**src/sgc_params.svh**
```systemverilog
`ifndef SGC_PARAMS_SVH
`define SGC_PARAMS_SVH


// register indices; byte address is four times the index
`define SGC_IDX_CLK_SEL 8'h0B
`define SGC_IDX_MAP_LO 8'h0C
`define SGC_IDX_MAP_HI 8'h0D
`define SGC_IDX_UNK_FWD 8'h0E
`define SGC_IDX_STATUS 8'h40

// field positions
`define SGC_CLK_SEL_MSB 7
`define SGC_CLK_SEL_LSB 6
`define SGC_UNK_EN_BIT 7
`define SGC_DRIVE_BIT 6
`define SGC_UNK_MASK_MSB 2

// reset and fixed values
`define SGC_CLK_SEL_RST 2'b10
`define SGC_CLK_RSVD_VAL 6'h08
`define SGC_MAP_LO_RST 8'h50
`define SGC_MAP_HI_RST 8'hFA
`define SGC_UNK_EN_RST 1'b0
`define SGC_DRIVE_RST 1'b1
`define SGC_UNK_MASK_RST 3'b111
`define SGC_UNK_RSVD_VAL 3'b000

// bus answers
`define SGC_RESP_OKAY 2'b00
`define SGC_RESP_SLVERR 2'b10

`endif

```
**src/sgc_pkg.sv**
```systemverilog
`default_nettype none

package sgc_pkg;

   // host-interface internal clock codes
   typedef enum logic [1:0] {
      SGC_CLK_31M25 = 2'b00,
      SGC_CLK_62M5 = 2'b01,
      SGC_CLK_125M = 2'b10
   } sgc_clk_sel_t;

   // decoded register selection
   typedef enum logic [2:0] {
      SGC_SEL_NONE = 3'b000,
      SGC_SEL_CLK = 3'b001,
      SGC_SEL_MAP_LO = 3'b010,
      SGC_SEL_MAP_HI = 3'b011,
      SGC_SEL_UNK = 3'b100,
      SGC_SEL_STATUS = 3'b101
   } sgc_reg_sel_t;

   typedef struct packed {
      logic valid;
      logic [1:0] queue;
   } sgc_lookup_state_t;

   typedef struct packed {
      logic valid;
      logic apply;
      logic [2:0] ports;
   } sgc_fwd_state_t;

   typedef struct packed {
      logic aw_held;
      sgc_reg_sel_t aw_sel;
      logic w_held;
      logic [7:0] w_byte;
      logic w_lane;
      logic bvalid;
      logic [1:0] bresp;
      logic rvalid;
      logic [31:0] rdata;
      logic [1:0] rresp;
      sgc_clk_sel_t clk_sel;
      logic [7:0] map_lo;
      logic [7:0] map_hi;
      logic unk_en;
      logic drive_strong;
      logic [2:0] unk_mask;
      logic [7:0] tag_cnt;
      logic [7:0] unk_cnt;
   } sgc_regs_state_t;

endpackage

`default_nettype wire

```
**src/sgc_prio_lookup.sv**
```systemverilog
`timescale 1ns/1ps
`default_nettype none

module sgc_prio_lookup
   import sgc_pkg::*;
(
   // clock and reset
   input wire logic aclk,
   input wire logic aresetn,
   // mapping tables
   input wire logic [7:0] map_lo,
   input wire logic [7:0] map_hi,
   // tagged frame request
   input wire logic tag_valid,
   input wire logic [2:0] tag_value,
   // queue answer
   output logic prio_valid,
   output logic [1:0] prio_queue
);

   logic [1:0] table_w [8];
   sgc_lookup_state_t st_q;
   sgc_lookup_state_t st_d;

   // unpack both registers into eight two-bit entries
   for (genvar i = 0; i < 4; i++) begin : g_entry
      assign table_w[i] = map_lo[2*i+1:2*i];
      assign table_w[i+4] = map_hi[2*i+1:2*i];
   end

   // one-cycle registered lookup
   always_comb begin
      st_d = st_q;
      st_d.valid = tag_valid;
      if (tag_valid) begin
         st_d.queue = table_w[tag_value];
      end
   end

   always_ff @(posedge aclk) begin
      if (!aresetn) begin
         st_q <= '0;
      end else begin
         st_q <= st_d;
      end
   end

   assign prio_valid = st_q.valid;
   assign prio_queue = st_q.queue;

endmodule

`default_nettype wire

```
**src/sgc_unknown_fwd.sv**
```systemverilog
`timescale 1ns/1ps
`default_nettype none

module sgc_unknown_fwd
   import sgc_pkg::*;
(
   // clock and reset
   input wire logic aclk,
   input wire logic aresetn,
   // configuration
   input wire logic fwd_en,
   input wire logic [2:0] fwd_mask,
   // lookup miss request
   input wire logic miss_valid,
   // forwarding answer
   output logic fwd_valid,
   output logic fwd_apply,
   output logic [2:0] fwd_ports
);

   sgc_fwd_state_t st_q;
   sgc_fwd_state_t st_d;

   // disabled: no default ports, switch keeps its normal unknown handling
   always_comb begin
      st_d = st_q;
      st_d.valid = miss_valid;
      if (miss_valid) begin
         st_d.apply = fwd_en;
         st_d.ports = fwd_en ? fwd_mask : 3'h0;
      end
   end

   always_ff @(posedge aclk) begin
      if (!aresetn) begin
         st_q <= '0;
      end else begin
         st_q <= st_d;
      end
   end

   assign fwd_valid = st_q.valid;
   assign fwd_apply = st_q.apply;
   assign fwd_ports = st_q.ports;

endmodule

`default_nettype wire

```
**src/sgc_global_config_regs.sv**
```systemverilog
`timescale 1ns/1ps
`default_nettype none

`include "sgc_params.svh"

module sgc_global_config_regs
   import sgc_pkg::*;
#(
   parameter int ADDR_W = 12
)
(
   // clock and reset
   input wire logic aclk,
   input wire logic aresetn,
   // write address channel
   input wire logic [ADDR_W-1:0] s_axi_awaddr,
   input wire logic [2:0] s_axi_awprot,
   input wire logic s_axi_awvalid,
   output logic s_axi_awready,
   // write data channel
   input wire logic [31:0] s_axi_wdata,
   input wire logic [3:0] s_axi_wstrb,
   input wire logic s_axi_wvalid,
   output logic s_axi_wready,
   // write response channel
   output logic [1:0] s_axi_bresp,
   output logic s_axi_bvalid,
   input wire logic s_axi_bready,
   // read address channel
   input wire logic [ADDR_W-1:0] s_axi_araddr,
   input wire logic [2:0] s_axi_arprot,
   input wire logic s_axi_arvalid,
   output logic s_axi_arready,
   // read data channel
   output logic [31:0] s_axi_rdata,
   output logic [1:0] s_axi_rresp,
   output logic s_axi_rvalid,
   input wire logic s_axi_rready,
   // configuration towards the switch core and pads
   output logic [1:0] host_clk_sel,
   output logic pad_drive_16ma,
   output logic unknown_fwd_en,
   output logic [2:0] unknown_fwd_ports,
   // tagged frame priority lookup
   input wire logic tag_valid,
   input wire logic [2:0] tag_value,
   output logic prio_valid,
   output logic [1:0] prio_queue,
   // unknown destination lookup
   input wire logic miss_valid,
   output logic fwd_valid,
   output logic fwd_apply,
   output logic [2:0] fwd_ports
);

   sgc_regs_state_t st_q;
   sgc_regs_state_t st_d;

   logic aw_take;
   logic w_take;
   logic ar_take;
   logic wr_fire;
   sgc_reg_sel_t wr_sel;
   logic [7:0] wr_byte;
   logic wr_lane;
   sgc_reg_sel_t rd_sel;

   // byte address to register selection; misaligned or unmapped gives none
   function automatic sgc_reg_sel_t decode_addr(input logic [ADDR_W-1:0] addr);
      logic [ADDR_W-1:0] idx;
      idx = addr >> 2;
      decode_addr = SGC_SEL_NONE;
      if (addr[1:0] == 2'b00) begin
         if (idx == ADDR_W'(`SGC_IDX_CLK_SEL)) begin
            decode_addr = SGC_SEL_CLK;
         end else if (idx == ADDR_W'(`SGC_IDX_MAP_LO)) begin
            decode_addr = SGC_SEL_MAP_LO;
         end else if (idx == ADDR_W'(`SGC_IDX_MAP_HI)) begin
            decode_addr = SGC_SEL_MAP_HI;
         end else if (idx == ADDR_W'(`SGC_IDX_UNK_FWD)) begin
            decode_addr = SGC_SEL_UNK;
         end else if (idx == ADDR_W'(`SGC_IDX_STATUS)) begin
            decode_addr = SGC_SEL_STATUS;
         end
      end
   endfunction

   // reserved bits are rebuilt from constants, never from storage
   function automatic logic [31:0] read_word(input sgc_reg_sel_t sel, input sgc_regs_state_t s);
      read_word = 32'h0000_0000;
      unique case (sel)
         SGC_SEL_CLK: begin
            read_word[7:0] = {s.clk_sel, `SGC_CLK_RSVD_VAL};
         end
         SGC_SEL_MAP_LO: begin
            read_word[7:0] = s.map_lo;
         end
         SGC_SEL_MAP_HI: begin
            read_word[7:0] = s.map_hi;
         end
         SGC_SEL_UNK: begin
            read_word[7:0] = {s.unk_en, s.drive_strong, `SGC_UNK_RSVD_VAL, s.unk_mask};
         end
         SGC_SEL_STATUS: begin
            read_word[15:0] = {s.unk_cnt, s.tag_cnt};
         end
         SGC_SEL_NONE: begin
            read_word = 32'h0000_0000;
         end
      endcase
   endfunction

   // handshake readies; a pending response blocks new writes
   assign s_axi_awready = !st_q.aw_held && !st_q.bvalid;
   assign s_axi_wready = !st_q.w_held && !st_q.bvalid;
   assign s_axi_arready = !st_q.rvalid;

   assign aw_take = s_axi_awvalid && s_axi_awready;
   assign w_take = s_axi_wvalid && s_axi_wready;
   assign ar_take = s_axi_arvalid && s_axi_arready;

   // a write fires once address and data are both in hand, in either order
   assign wr_fire = (st_q.aw_held || aw_take) && (st_q.w_held || w_take);
   assign wr_sel = st_q.aw_held ? st_q.aw_sel : decode_addr(s_axi_awaddr);
   assign wr_byte = st_q.w_held ? st_q.w_byte : s_axi_wdata[7:0];
   assign wr_lane = st_q.w_held ? st_q.w_lane : s_axi_wstrb[0];
   assign rd_sel = decode_addr(s_axi_araddr);

   // next state of the whole register bank and bus slave
   always_comb begin
      st_d = st_q;

      // capture address or data arriving ahead of its partner
      if (aw_take && !wr_fire) begin
         st_d.aw_held = 1'b1;
         st_d.aw_sel = decode_addr(s_axi_awaddr);
      end
      if (w_take && !wr_fire) begin
         st_d.w_held = 1'b1;
         st_d.w_byte = s_axi_wdata[7:0];
         st_d.w_lane = s_axi_wstrb[0];
      end

      // response retires when the master takes it
      if (st_q.bvalid && s_axi_bready) begin
         st_d.bvalid = 1'b0;
      end

      // event counters; both counters saturate at FF instead of wrapping, so software sees activity
      if (tag_valid && st_q.tag_cnt != 8'hFF) begin
         st_d.tag_cnt = st_q.tag_cnt + 8'h01;
      end
      if (miss_valid && st_q.unk_cnt != 8'hFF) begin
         st_d.unk_cnt = st_q.unk_cnt + 8'h01;
      end

      // commit a write; only byte lane 0 carries register data
      if (wr_fire) begin
         st_d.aw_held = 1'b0;
         st_d.w_held = 1'b0;
         st_d.bvalid = 1'b1;
         st_d.bresp = (wr_sel == SGC_SEL_NONE) ? `SGC_RESP_SLVERR : `SGC_RESP_OKAY;
         if (wr_lane) begin
            unique case (wr_sel)
               SGC_SEL_CLK: begin
                  // code 11 names no clock, so the field keeps its value
                  if (wr_byte[`SGC_CLK_SEL_MSB:`SGC_CLK_SEL_LSB] != 2'b11) begin
                     st_d.clk_sel = sgc_clk_sel_t'(wr_byte[`SGC_CLK_SEL_MSB:`SGC_CLK_SEL_LSB]);
                  end
               end
               SGC_SEL_MAP_LO: begin
                  st_d.map_lo = wr_byte;
               end
               SGC_SEL_MAP_HI: begin
                  st_d.map_hi = wr_byte;
               end
               SGC_SEL_UNK: begin
                  st_d.unk_en = wr_byte[`SGC_UNK_EN_BIT];
                  st_d.drive_strong = wr_byte[`SGC_DRIVE_BIT];
                  st_d.unk_mask = wr_byte[`SGC_UNK_MASK_MSB:0]; // bits 5-3 dropped
               end
               SGC_SEL_STATUS: begin
                  // a write with byte lane 0 strobed clears both counters; a same-cycle event still counts
                  st_d.tag_cnt = {7'h00, tag_valid};
                  st_d.unk_cnt = {7'h00, miss_valid};
               end
               SGC_SEL_NONE: begin
                  st_d.bresp = `SGC_RESP_SLVERR;
               end
            endcase
         end
      end

      // read: data are sampled at the address handshake
      if (st_q.rvalid && s_axi_rready) begin
         st_d.rvalid = 1'b0;
      end
      if (ar_take) begin
         st_d.rvalid = 1'b1;
         st_d.rdata = read_word(rd_sel, st_q);
         st_d.rresp = (rd_sel == SGC_SEL_NONE) ? `SGC_RESP_SLVERR : `SGC_RESP_OKAY;
      end
   end

   // reset loads the power-up defaults
   always_ff @(posedge aclk) begin
      if (!aresetn) begin
         st_q <= '0;
         st_q.aw_sel <= SGC_SEL_NONE;
         st_q.clk_sel <= sgc_clk_sel_t'(`SGC_CLK_SEL_RST);
         st_q.map_lo <= `SGC_MAP_LO_RST;
         st_q.map_hi <= `SGC_MAP_HI_RST;
         st_q.unk_en <= `SGC_UNK_EN_RST;
         st_q.drive_strong <= `SGC_DRIVE_RST;
         st_q.unk_mask <= `SGC_UNK_MASK_RST;
      end else begin
         st_q <= st_d;
      end
   end

   // bus outputs straight from state
   assign s_axi_bvalid = st_q.bvalid;
   assign s_axi_bresp = st_q.bresp;
   assign s_axi_rvalid = st_q.rvalid;
   assign s_axi_rdata = st_q.rdata;
   assign s_axi_rresp = st_q.rresp;

   // configuration outputs
   assign host_clk_sel = st_q.clk_sel;
   assign pad_drive_16ma = st_q.drive_strong;
   assign unknown_fwd_en = st_q.unk_en;
   assign unknown_fwd_ports = st_q.unk_mask;

   // priority lookup for tagged frames
   sgc_prio_lookup u_prio (
      .aclk(aclk),
      .aresetn(aresetn),
      .map_lo(st_q.map_lo),
      .map_hi(st_q.map_hi),
      .tag_valid(tag_valid),
      .tag_value(tag_value),
      .prio_valid(prio_valid),
      .prio_queue(prio_queue)
   );

   // default ports for unknown destinations
   sgc_unknown_fwd u_fwd (
      .aclk(aclk),
      .aresetn(aresetn),
      .fwd_en(st_q.unk_en),
      .fwd_mask(st_q.unk_mask),
      .miss_valid(miss_valid),
      .fwd_valid(fwd_valid),
      .fwd_apply(fwd_apply),
      .fwd_ports(fwd_ports)
   );

endmodule

`default_nettype wire

```
**config.mk**
```make
export PLATFORM = sky130hd
export DESIGN_NAME = sgc_global_config_regs
export DESIGN_NICKNAME = d
export VERILOG_FILES = /design/src/sgc_pkg.sv /design/src/sgc_prio_lookup.sv /design/src/sgc_unknown_fwd.sv /design/src/sgc_global_config_regs.sv
export VERILOG_INCLUDE_DIRS = /design/src
export SDC_FILE = /design/constraint.sdc
export NUM_CORES = 1
export LEC_CHECK = 0
export ABC_AREA = 1
export BUFFER_PORTS_ARGS = -buffer_cell sky130_fd_sc_hd__buf_2
export CAP_MARGIN = 20
export CORE_UTILIZATION = 53
export DETAILED_ROUTE_END_ITERATION = 16
export PLACE_DENSITY = 0.79
export SLEW_MARGIN = 30
export SYNTH_ARGS = -nofsm -noshare
export SYNTH_HDL_FRONTEND = slang
export SYNTH_HIERARCHICAL = 1
export SYNTH_SLANG_ARGS = --single-unit
```
**constraint.sdc**
```tcl
create_clock -name aclk -period 2.45 [get_ports aclk]
set_input_delay 0.245 -clock aclk [delete_from_list [all_inputs] [get_ports aclk]]
set_output_delay 0.245 -clock aclk [all_outputs]
set_load 0.02 [all_outputs]
```
==> results of run 1 <==
## tightest hold or removal path, delay by kind of cell
family / cells / cell delay [ns]
and+or+nand+nor: 2 / 0.12
buffers and inverters: 1 / 0.09
## Yosys cell counts (2+ instances only)
| master | number | area share |
|---|---|---|
| nor3_1 | 10 | 0.011 |
| nand2_4 | 5 | 0.012 |
| a21oi_1 | 35 | 0.037 |
| inv_1 | 78 | 0.061 |
| nor2_4 | 5 | 0.012 |
| a21oi_2 | 3 | 0.0055 |
| mux2i_1 | 5 | 0.011 |
| or2_1 | 2 | 0.0026 |
| nand3_2 | 3 | 0.0063 |
| nor2_2 | 7 | 0.0092 |
| nor2_1 | 70 | 0.055 |
| nand2_1 | 154 | 0.12 |
| nor3_2 | 5 | 0.011 |
| clkbuf_1 | 9 | 0.0071 |
| buf_6 | 9 | 0.021 |
| nand2_2 | 13 | 0.017 |
| nand3_1 | 94 | 0.099 |
| xor2_1 | 7 | 0.013 |
| buf_4 | 42 | 0.066 |
| nand4_1 | 7 | 0.0092 |
| dfxtp_1 | 81 | 0.34 |
| nand3b_1 | 5 | 0.0079 |
| inv_2 | 7 | 0.0055 |
| ha_1 | 2 | 0.0053 |
| o21ai_0 | 25 | 0.026 |
## cell usage in the layout (no fill, tap or decap), drive strengths merged, types with 2 or more instances in the layout
cell type,count
a21oi,39
buf,86
bufinv,2
clkbuf,9
clkinv,2
clkinvlp,2
conb,18
dfxtp,81
ha,2
inv,89
mux2i,5
nand2,172
nand3,97
nand3b,5
nand4,7
nor2,83
nor3,16
o21ai,27
or2,3
xor2,7
## metrics by stage
step / hold WS, ns / cell area, um2 / worst slack [ns] / power, mW / util
after floorplan: 0.329 / 4830 / 0.695 / 1.80 / -
after global placement: 0.448 / 4960 / 0.491 / 1.89 / 0.569
after detailed placement: 0.453 / 4960 / 0.457 / 1.91 / 0.569
after CTS: 0.116 / 5190 / 0.438 / 3.00 / 0.595
after global routing: 0.120 / 5190 / 0.239 / 3.12 / 0.595
final: 0.126 / 5190 / 0.391 / 2.98 / 0.595
## layer usage
layer / vias to the layer above / track usage
met5: - / 0
met4: 0 / 0.0413
met3: 13 / 0.0455
met2: 147 / 0.380
met1: 1919 / 0.307
li1: 2274 / -
## flip-flops by register name, indices dropped and copies added, names as in the netlist
register           flops
st_q                  46
u_prio/prio_valid      1
host_clk_sel           2
u_fwd/fwd_valid        1
s_axi_rvalid           1
u_fwd/fwd_ports        3
u_fwd/fwd_apply        1
unknown_fwd_en         1
s_axi_bvalid           1
u_prio/prio_queue      2
unknown_fwd_ports      3
s_axi_rdata           16
s_axi_rresp            1
pad_drive_16ma         1
s_axi_bresp            1
## layout make-up
| cell class | count | share of cell area |
|---|---|---|
| Clock buffer | 9 | 0.0239 |
| Inverter | 88 | 0.0651 |
| Tap cell | 108 | 0.0261 |
| Timing Repair Buffer | 86 | 0.0873 |
| Clock inverter | 7 | 0.0195 |
| Sequential cell | 81 | 0.313 |
| Multi-Input combinational cell | 486 | 0.465 |
## worst paths after layout
kind / startpoint / endpoint / slack, ns
max: st_q[86] / pad_drive_16ma / 0.39
min: s_axi_wdata[4] / st_q[82] / 0.13
max reg2reg: st_q[86] / pad_drive_16ma / 0.39
min reg2reg: s_axi_rdata[11] / s_axi_rdata[11] / 0.47
## power groups by stage
stage	registers [mW]	clock network, mW	logic, mW
floorplan	1.44	0	0.364
global placement	1.45	0	0.445
detailed placement	1.45	0	0.459
CTS	1.42	1.12	0.462
global route	1.43	1.18	0.521
finish	1.42	1.10	0.461
## logic make-up after synthesis
logic type / synth area share
fa+ha+maj: 0.00525
mux: 0.0105
xor+xnor: 0.0147
simple gates: 0.381
buf+inv: 0.166
compound gates: 0.0809
flops: 0.340
other cells: 0.000787
==> reports/results.tsv, run 1 <==
stage	metric	value	unit
cts	cts_root_buffer	clkbuf_8	
min_path	min_path_cells	3	
floorplan	core	0.00872	mm2
synth	async_flop_share	0	
floorplan	initial_utilization	0.546	
synth	synth-seq-cells	81	
detailed_routing	drc	0	
global_routing	grt_pass1_vias	3899	
setup_path	timing.critical_path.depth	9	
floorplan	die_w	96.8	um
placed_design	place.gp.congestion	0.993	
synth	ys_types	41	
pwr	swShare	0.295	
setup_path	crit_path_end_kind	register	
detailed_routing	viasPerCell	5.03	
pwr	net-switching-power	879	uW
cts	cts.clk_slew.worst_paths	0.09	ns
placed_design	portBuffers	82	
global_routing	global_route.usage.total	0.228	
synth	synth_flop_cell	dfxtp_1	
cts	holdBufCountCts	0	
finish	final_nets	832	
setup_path	path_cells	inv_4 -> nand2_2 -> nand2_2 -> nor2_4 -> inv_1 -> a21oi_4 -> nand2_1 -> nand2_1 -> nand3_1	
synth	syn_area_per_cell	6.81	um2
setup_path	critPathRequiredTime	2.68	ns
setup_path	worst_r2r_path_depth	9	
finish	multiInputGateArea	0.00241	mm2
sta	skew	0.00629	ns
setup_path	worstSetupPathType	register to register	
detailed_routing	top_layer	met4	
cts	cts.sinks	81	
setup_path	slowest_stage	dfxtp_1	
pwr	pwr-share-comb	0.155	
synth	synth_edf_count	0	
cts	cts_buffers	9	
sta	final-setup-viol-count	0	
pwr	p_seq_frac	0.475	
detailed_routing	wl_met1	4930	um
pwr	intPower	2.10	mW
setup_path	path_buf_inv	2	
detailed_routing	dr_wl_met3	617	um
synth	netlist_instances	699	
global_routing	antenna_found_initial	0	
cts	cts_tree	built	
cts	htreeDepth	3	
pwr	leakage	2.52	nW
job	maxCapViolCount	0	
finish	regArea	0.00162	mm2
sta	finalHoldViolCount	0	
placed_design	place.detailed.hpwl	7870	um
finish	final_cells	865	
finish	areaGrowthSynthToFinish	8.88	%
detailed_routing	wl_per_cell	12.0	um
sta	final.setup.tns	0	ns
floorplan	rows	34	
global_routing	grt_overflow	0	
cts	ctsResizeCount	0	
pwr	p_per_area	575	mW/mm2
global_routing	grt_pass1_wl	17900	um
detailed_routing	routed_wl	10400	um
floorplan	ios	134	
sta	final.period_utilization	0.841	
placed_design	dp_cells	849	
pwr	irDropWorstVdd	418	uV
sta	max_freq	486	MHz
setup_path	critPathArrivalTime	2.29	ns
setup_path	path_delay_family	simple AND/OR/NAND/NOR gates	
detailed_routing	drt_iter0_markers	201	
finish	drive_gt1_frac	0.207	
detailed_routing	vias	4353	
detailed_routing	dr.pass1.iters	5	
min_path	min-delay-path-class	input port to register	
cts	clockBufferDepth	2	
global_routing	grt_max_degree	35	
finish	antenna_cells	0	
setup_path	crit_path_start_kind	register	
cts	post_cts_buffers	0	
setup_path	critPathMaxFanout	11	
sta	rsz0062_at_grt	false	
detailed_routing	wl_met2	4780	um
synth	ys_warn_count	6	
detailed_routing	detail-route-antenna-nets	0	
finish	fillers	815	
sta	tightestPinTransition	0.573	ns
pwr	p_clk_frac	0.370	
floorplan	chipHeight	96.8	um
synth	synth_area	0.00476	mm2
synth	seq_area_frac_synth	0.340	
setup_path	slowest_delay	0.69	ns
outcome	status	completed	
sta	relSlewSlack	0.617	
sta	slew_violations	0	
cts	clk_latency	0.36	ns
sta	period_needed	2.06	ns
floorplan	dieArea	0.00937	mm2
No activity file was read; power rests on OpenSTA's default activity.
==> run 2: changes to the inputs <==
--- a/config.mk
+++ b/config.mk
@@ -6,12 +6,12 @@
 export SDC_FILE = /design/constraint.sdc
 export NUM_CORES = 1
 export LEC_CHECK = 0
-export ABC_AREA = 1
+export ABC_AREA = 0
 export BUFFER_PORTS_ARGS = -buffer_cell sky130_fd_sc_hd__buf_2
 export CAP_MARGIN = 20
-export CORE_UTILIZATION = 53
+export CORE_UTILIZATION = 51
 export DETAILED_ROUTE_END_ITERATION = 16
-export PLACE_DENSITY = 0.79
+export PLACE_DENSITY = 0.78
 export SLEW_MARGIN = 30
 export SYNTH_ARGS = -nofsm -noshare
 export SYNTH_HDL_FRONTEND = slang
==> constraint.sdc (replaced) <==
create_clock -name aclk -period 2.1 [get_ports aclk]
set_input_delay 0.21 -clock aclk [delete_from_list [all_inputs] [get_ports aclk]]
set_output_delay 0.21 -clock aclk [all_outputs]
set_load 0.02 [all_outputs]
==> run 2 against run 1 <==
- non-clock buffer count grew 25
- sequential share of layout area increased by 1.7 points
- count of clock-buffer cells in the layout unchanged
- worst hold slack worse by 0.022 ns
- total power up 19%
- critical path depth down 3
- largest cell class unchanged
- die area is 7.5% lower
- clock skew grew 0.0013 ns
- sequential cell count stayed put
- wire length down 6.8%
- register-to-register slack got worse by 0.15 ns
- cell count decreased by 25%
==> reports/results.tsv, run 2 <==
stage	metric	value	unit	change
outcome	status	completed		
setup_path	path_buf_inv	1		-1
setup_path	slowest_delay	0.55	ns	-0.14 ns
floorplan	rows	32		-5.9%
finish	regArea	0.00162	mm2	unchanged
detailed_routing	drc	0		unchanged
setup_path	path_cells	buf_2 -> or4b_1 -> and2_1 -> o41a_1 -> nor3_2 -> mux2i_1		
detailed_routing	detail-route-antenna-nets	0		unchanged
detailed_routing	drt_iter0_markers	199		-1.0%
finish	top_register	st_q		
floorplan	ios	134		unchanged
global_routing	antenna_found_initial	0		unchanged
synth	synth-seq-cells	81		unchanged
setup_path	regToRegStartpoint	st_q[90]		
synth	seq_area_frac_synth	0.383		+0.0426
synth	synth_top_area_frac	0.383		+0.0426
synth	synth_area	0.00423	mm2	-11%
synth	yosys.area.top_type	dfxtp_1		
finish	final_nets	626		-25%
finish	fillers	658		-19%
synth	ys_warn_count	6		unchanged
cts	clk_latency	0.36	ns	about the same
setup_path	critPathArrivalTime	2.16	ns	-0.13 ns
detailed_routing	dr.pass1.iters	5		unchanged
setup_path	r2r-end	unknown_fwd_en		
synth	ys_top_cells_by_count	dfxtp_1 (81), nor2_1 (48), mux2i_1 (44)		
setup_path	timing.critical_path.depth	6		-3
cts	holdBufCountCts	0		unchanged
cts	cts_tree	built		
cts	ctsResizeCount	0		unchanged
placed_design	place.detailed.hpwl	7200	um	-8.6%
cts	cts_root_buffer	clkbuf_8		
placed_design	place.gp.congestion	0.885		-11%
setup_path	critPathRequiredTime	2.38	ns	-0.30 ns
sta	final.period_utilization	0.893		
setup_path	r2r_setup_slack	0.24	ns	-0.15 ns
sta	relSlewSlack	0.624		+0.00655
placed_design	portBuffers	82		unchanged
setup_path	worstSetupPathType	input port to register		
synth	ys_types	62		+51%
setup_path	path_delay_family	simple AND/OR/NAND/NOR gates		
setup_path	worst_r2r_path_depth	6		-3
synth	netlist_instances	465		-33%
sta	period_needed	1.88	ns	
pwr	p_per_area	719	mW/mm2	+25%
cts	cts_buffers	9		unchanged
finish	final_common_cell	buf_2		
floorplan	core	0.00789	mm2	-9.6%
sta	final-setup-viol-count	0		unchanged
finish	areaGrowthSynthToFinish	16.3	%	
finish	antenna_cells	0		unchanged
synth	synth_edf_count	0		unchanged
min_path	min_from	s_axi_rready		
global_routing	global_route.usage.total	0.230		+0.00241
cts	cts.sinks	81		unchanged
setup_path	crit_end	unknown_fwd_en		
synth	async_flop_share	0		unchanged
setup_path	crit_path_start_kind	input port		
cts	post_cts_buffers	0		unchanged
global_routing	grt_pass1_vias	3327		-15%
global_routing	grt_max_degree	40		+14%
finish	drive_gt1_frac	0.283		+0.0757
detailed_routing	routed_wl	9700	um	-6.8%
floorplan	die_w	93.1	um	-3.8%
detailed_routing	wl_per_cell	14.8	um	+23%
finish	mostFrequentLayoutCells	buf_2 (82), dfxtp_1 (81), nor2_1 (48)		
global_routing	grt_pass1_wl	15700	um	-12%
sta	finalHoldViolCount	0		unchanged
min_path	min-delay-path-class	input port to register		
sta	max_freq	533	MHz	
synth	synth_most_common_cell	dfxtp_1		
floorplan	dieArea	0.00867	mm2	-7.5%
sta	slew_violations	0		unchanged
setup_path	crit_path_end_kind	register		
sta	tightestPinTransition	0.560	ns	-0.0128 ns
pwr	p_total	3.54	mW	+19%
floorplan	chipHeight	93.1	um	-3.8%
synth	syn_area_per_cell	9.11	um2	+34%
detailed_routing	viasPerCell	5.57		+11%
setup_path	critPathMaxFanout	8		-3
cts	htreeDepth	3		unchanged
pwr	irDropWorstVdd	395	uV	-5.7%
floorplan	initial_utilization	0.537		-0.00940
cts	cts.clk_slew.worst_paths	0.09	ns	about the same
pwr	leakage	2.09	nW	-17%
setup_path	startpoint	s_axi_awaddr[5]		
global_routing	grt_overflow	0		unchanged
sta	skew	0.00759	ns	+0.00130 ns
synth	synth_flop_cell	dfxtp_1		
finish	multiInputGateArea	0.00225	mm2	-6.9%
setup_path	slowest_stage	or4b_1		
sta	rsz0062_at_grt	false		
placed_design	pre_cts_slack	-0.0918	ns	-0.549 ns
job	maxCapViolCount	0		unchanged
detailed_routing	vias	3638		-16%
synth	yosys-top-cells-area	dfxtp_1 (38%), mux2i_1 (10%), buf_4 (7.3%)		
cts	clockBufferDepth	2		unchanged
finish	largest_reg_flops	46		unchanged
sta	timing.final.ws_setup	0.224	ns	-0.167 ns
-- run 2: cell types whose count changed in the layout (fill, tap and decap cells not counted), moves of 8 or more --
| cell | previous run | this run |
|---|---|---|
| buf_4 | 3 | 29 |
| nor2_1 | 70 | 48 |
| mux2_2 | 0 | 10 |
| nand2_1 | 154 | 39 |
| o21ai_0 | 25 | 14 |
| a21oi_1 | 35 | 18 |
| nand2_2 | 13 | 0 |
| inv_1 | 78 | 8 |
| mux2i_1 | 5 | 44 |
| nand3_1 | 94 | 18 |
| xnor2_1 | 1 | 12 |
| nand2b_1 | 0 | 8 |
-- run 2: report_power, final --
group          internal [mW]  leakage, nW  total [mW]  switching (mW)
clock network          0.912        0.130        1.50           0.585
registers               1.57        0.657        1.61          0.0325
logic                  0.176         1.30       0.435           0.259
total                   2.66         2.09        3.54           0.876
-- run 2: cells by family after synthesis --
kind of cell | synth area share
AOI/OAI and AO/OA | 0.134
xor gates and xnor gates | 0.0290
adders and majority gates | 0.00591
buffers and inverters | 0.102
DFF | 0.383
muxes | 0.141
other | 0.000886
and+or+nand+nor | 0.204
-- run 2: tightest hold or removal path: cells and delay by family --
kind                   cells  cell delay, ns
buffers and inverters      1            0.07
AOI/OAI and AO/OA          1            0.06
and+or+nand+nor            1            0.08
-- run 2: worst min path at each step --
stage | end | depth (start not counted)
floorplan | u_prio/prio_queue[0] | 1
global placement | s_axi_rdata[15] | 2
detailed placement | s_axi_rdata[15] | 2
CTS | st_q[85] | 3
global route | st_q[81] | 3
finish | s_axi_rvalid | 3
-- run 2: final cells by class --
cell class | instances | share of cell area
Sequential cell | 81 | 0.329
Tap cell | 102 | 0.0259
Clock buffer | 9 | 0.0252
Timing Repair Buffer | 111 | 0.128
Multi-Input combinational cell | 334 | 0.456
Inverter | 9 | 0.00686
Clock inverter | 7 | 0.0287
-- run 2: metal layers --
metal / vias up / global-route usage / part of all wire
met5: - / 0 / 0
met4: 0 / 0.103 / 0.026
met3: 18 / 0.0374 / 0.053
met2: 128 / 0.384 / 0.48
met1: 1714 / 0.292 / 0.44
li1: 1778 / - / -
-- run 2: stage by stage --
step,cell area [um2],std cells,hold slack (ns),TNS [ns],util
floorplan,4300,482,0.299,0,-
global placement,4660,637,0.443,-0.727,0.590
detailed placement,4660,637,0.447,-1.88,0.590
CTS,4920,653,0.0970,0,0.624
global route,4920,653,0.105,0,0.624
finish,4920,653,0.104,0,0.624
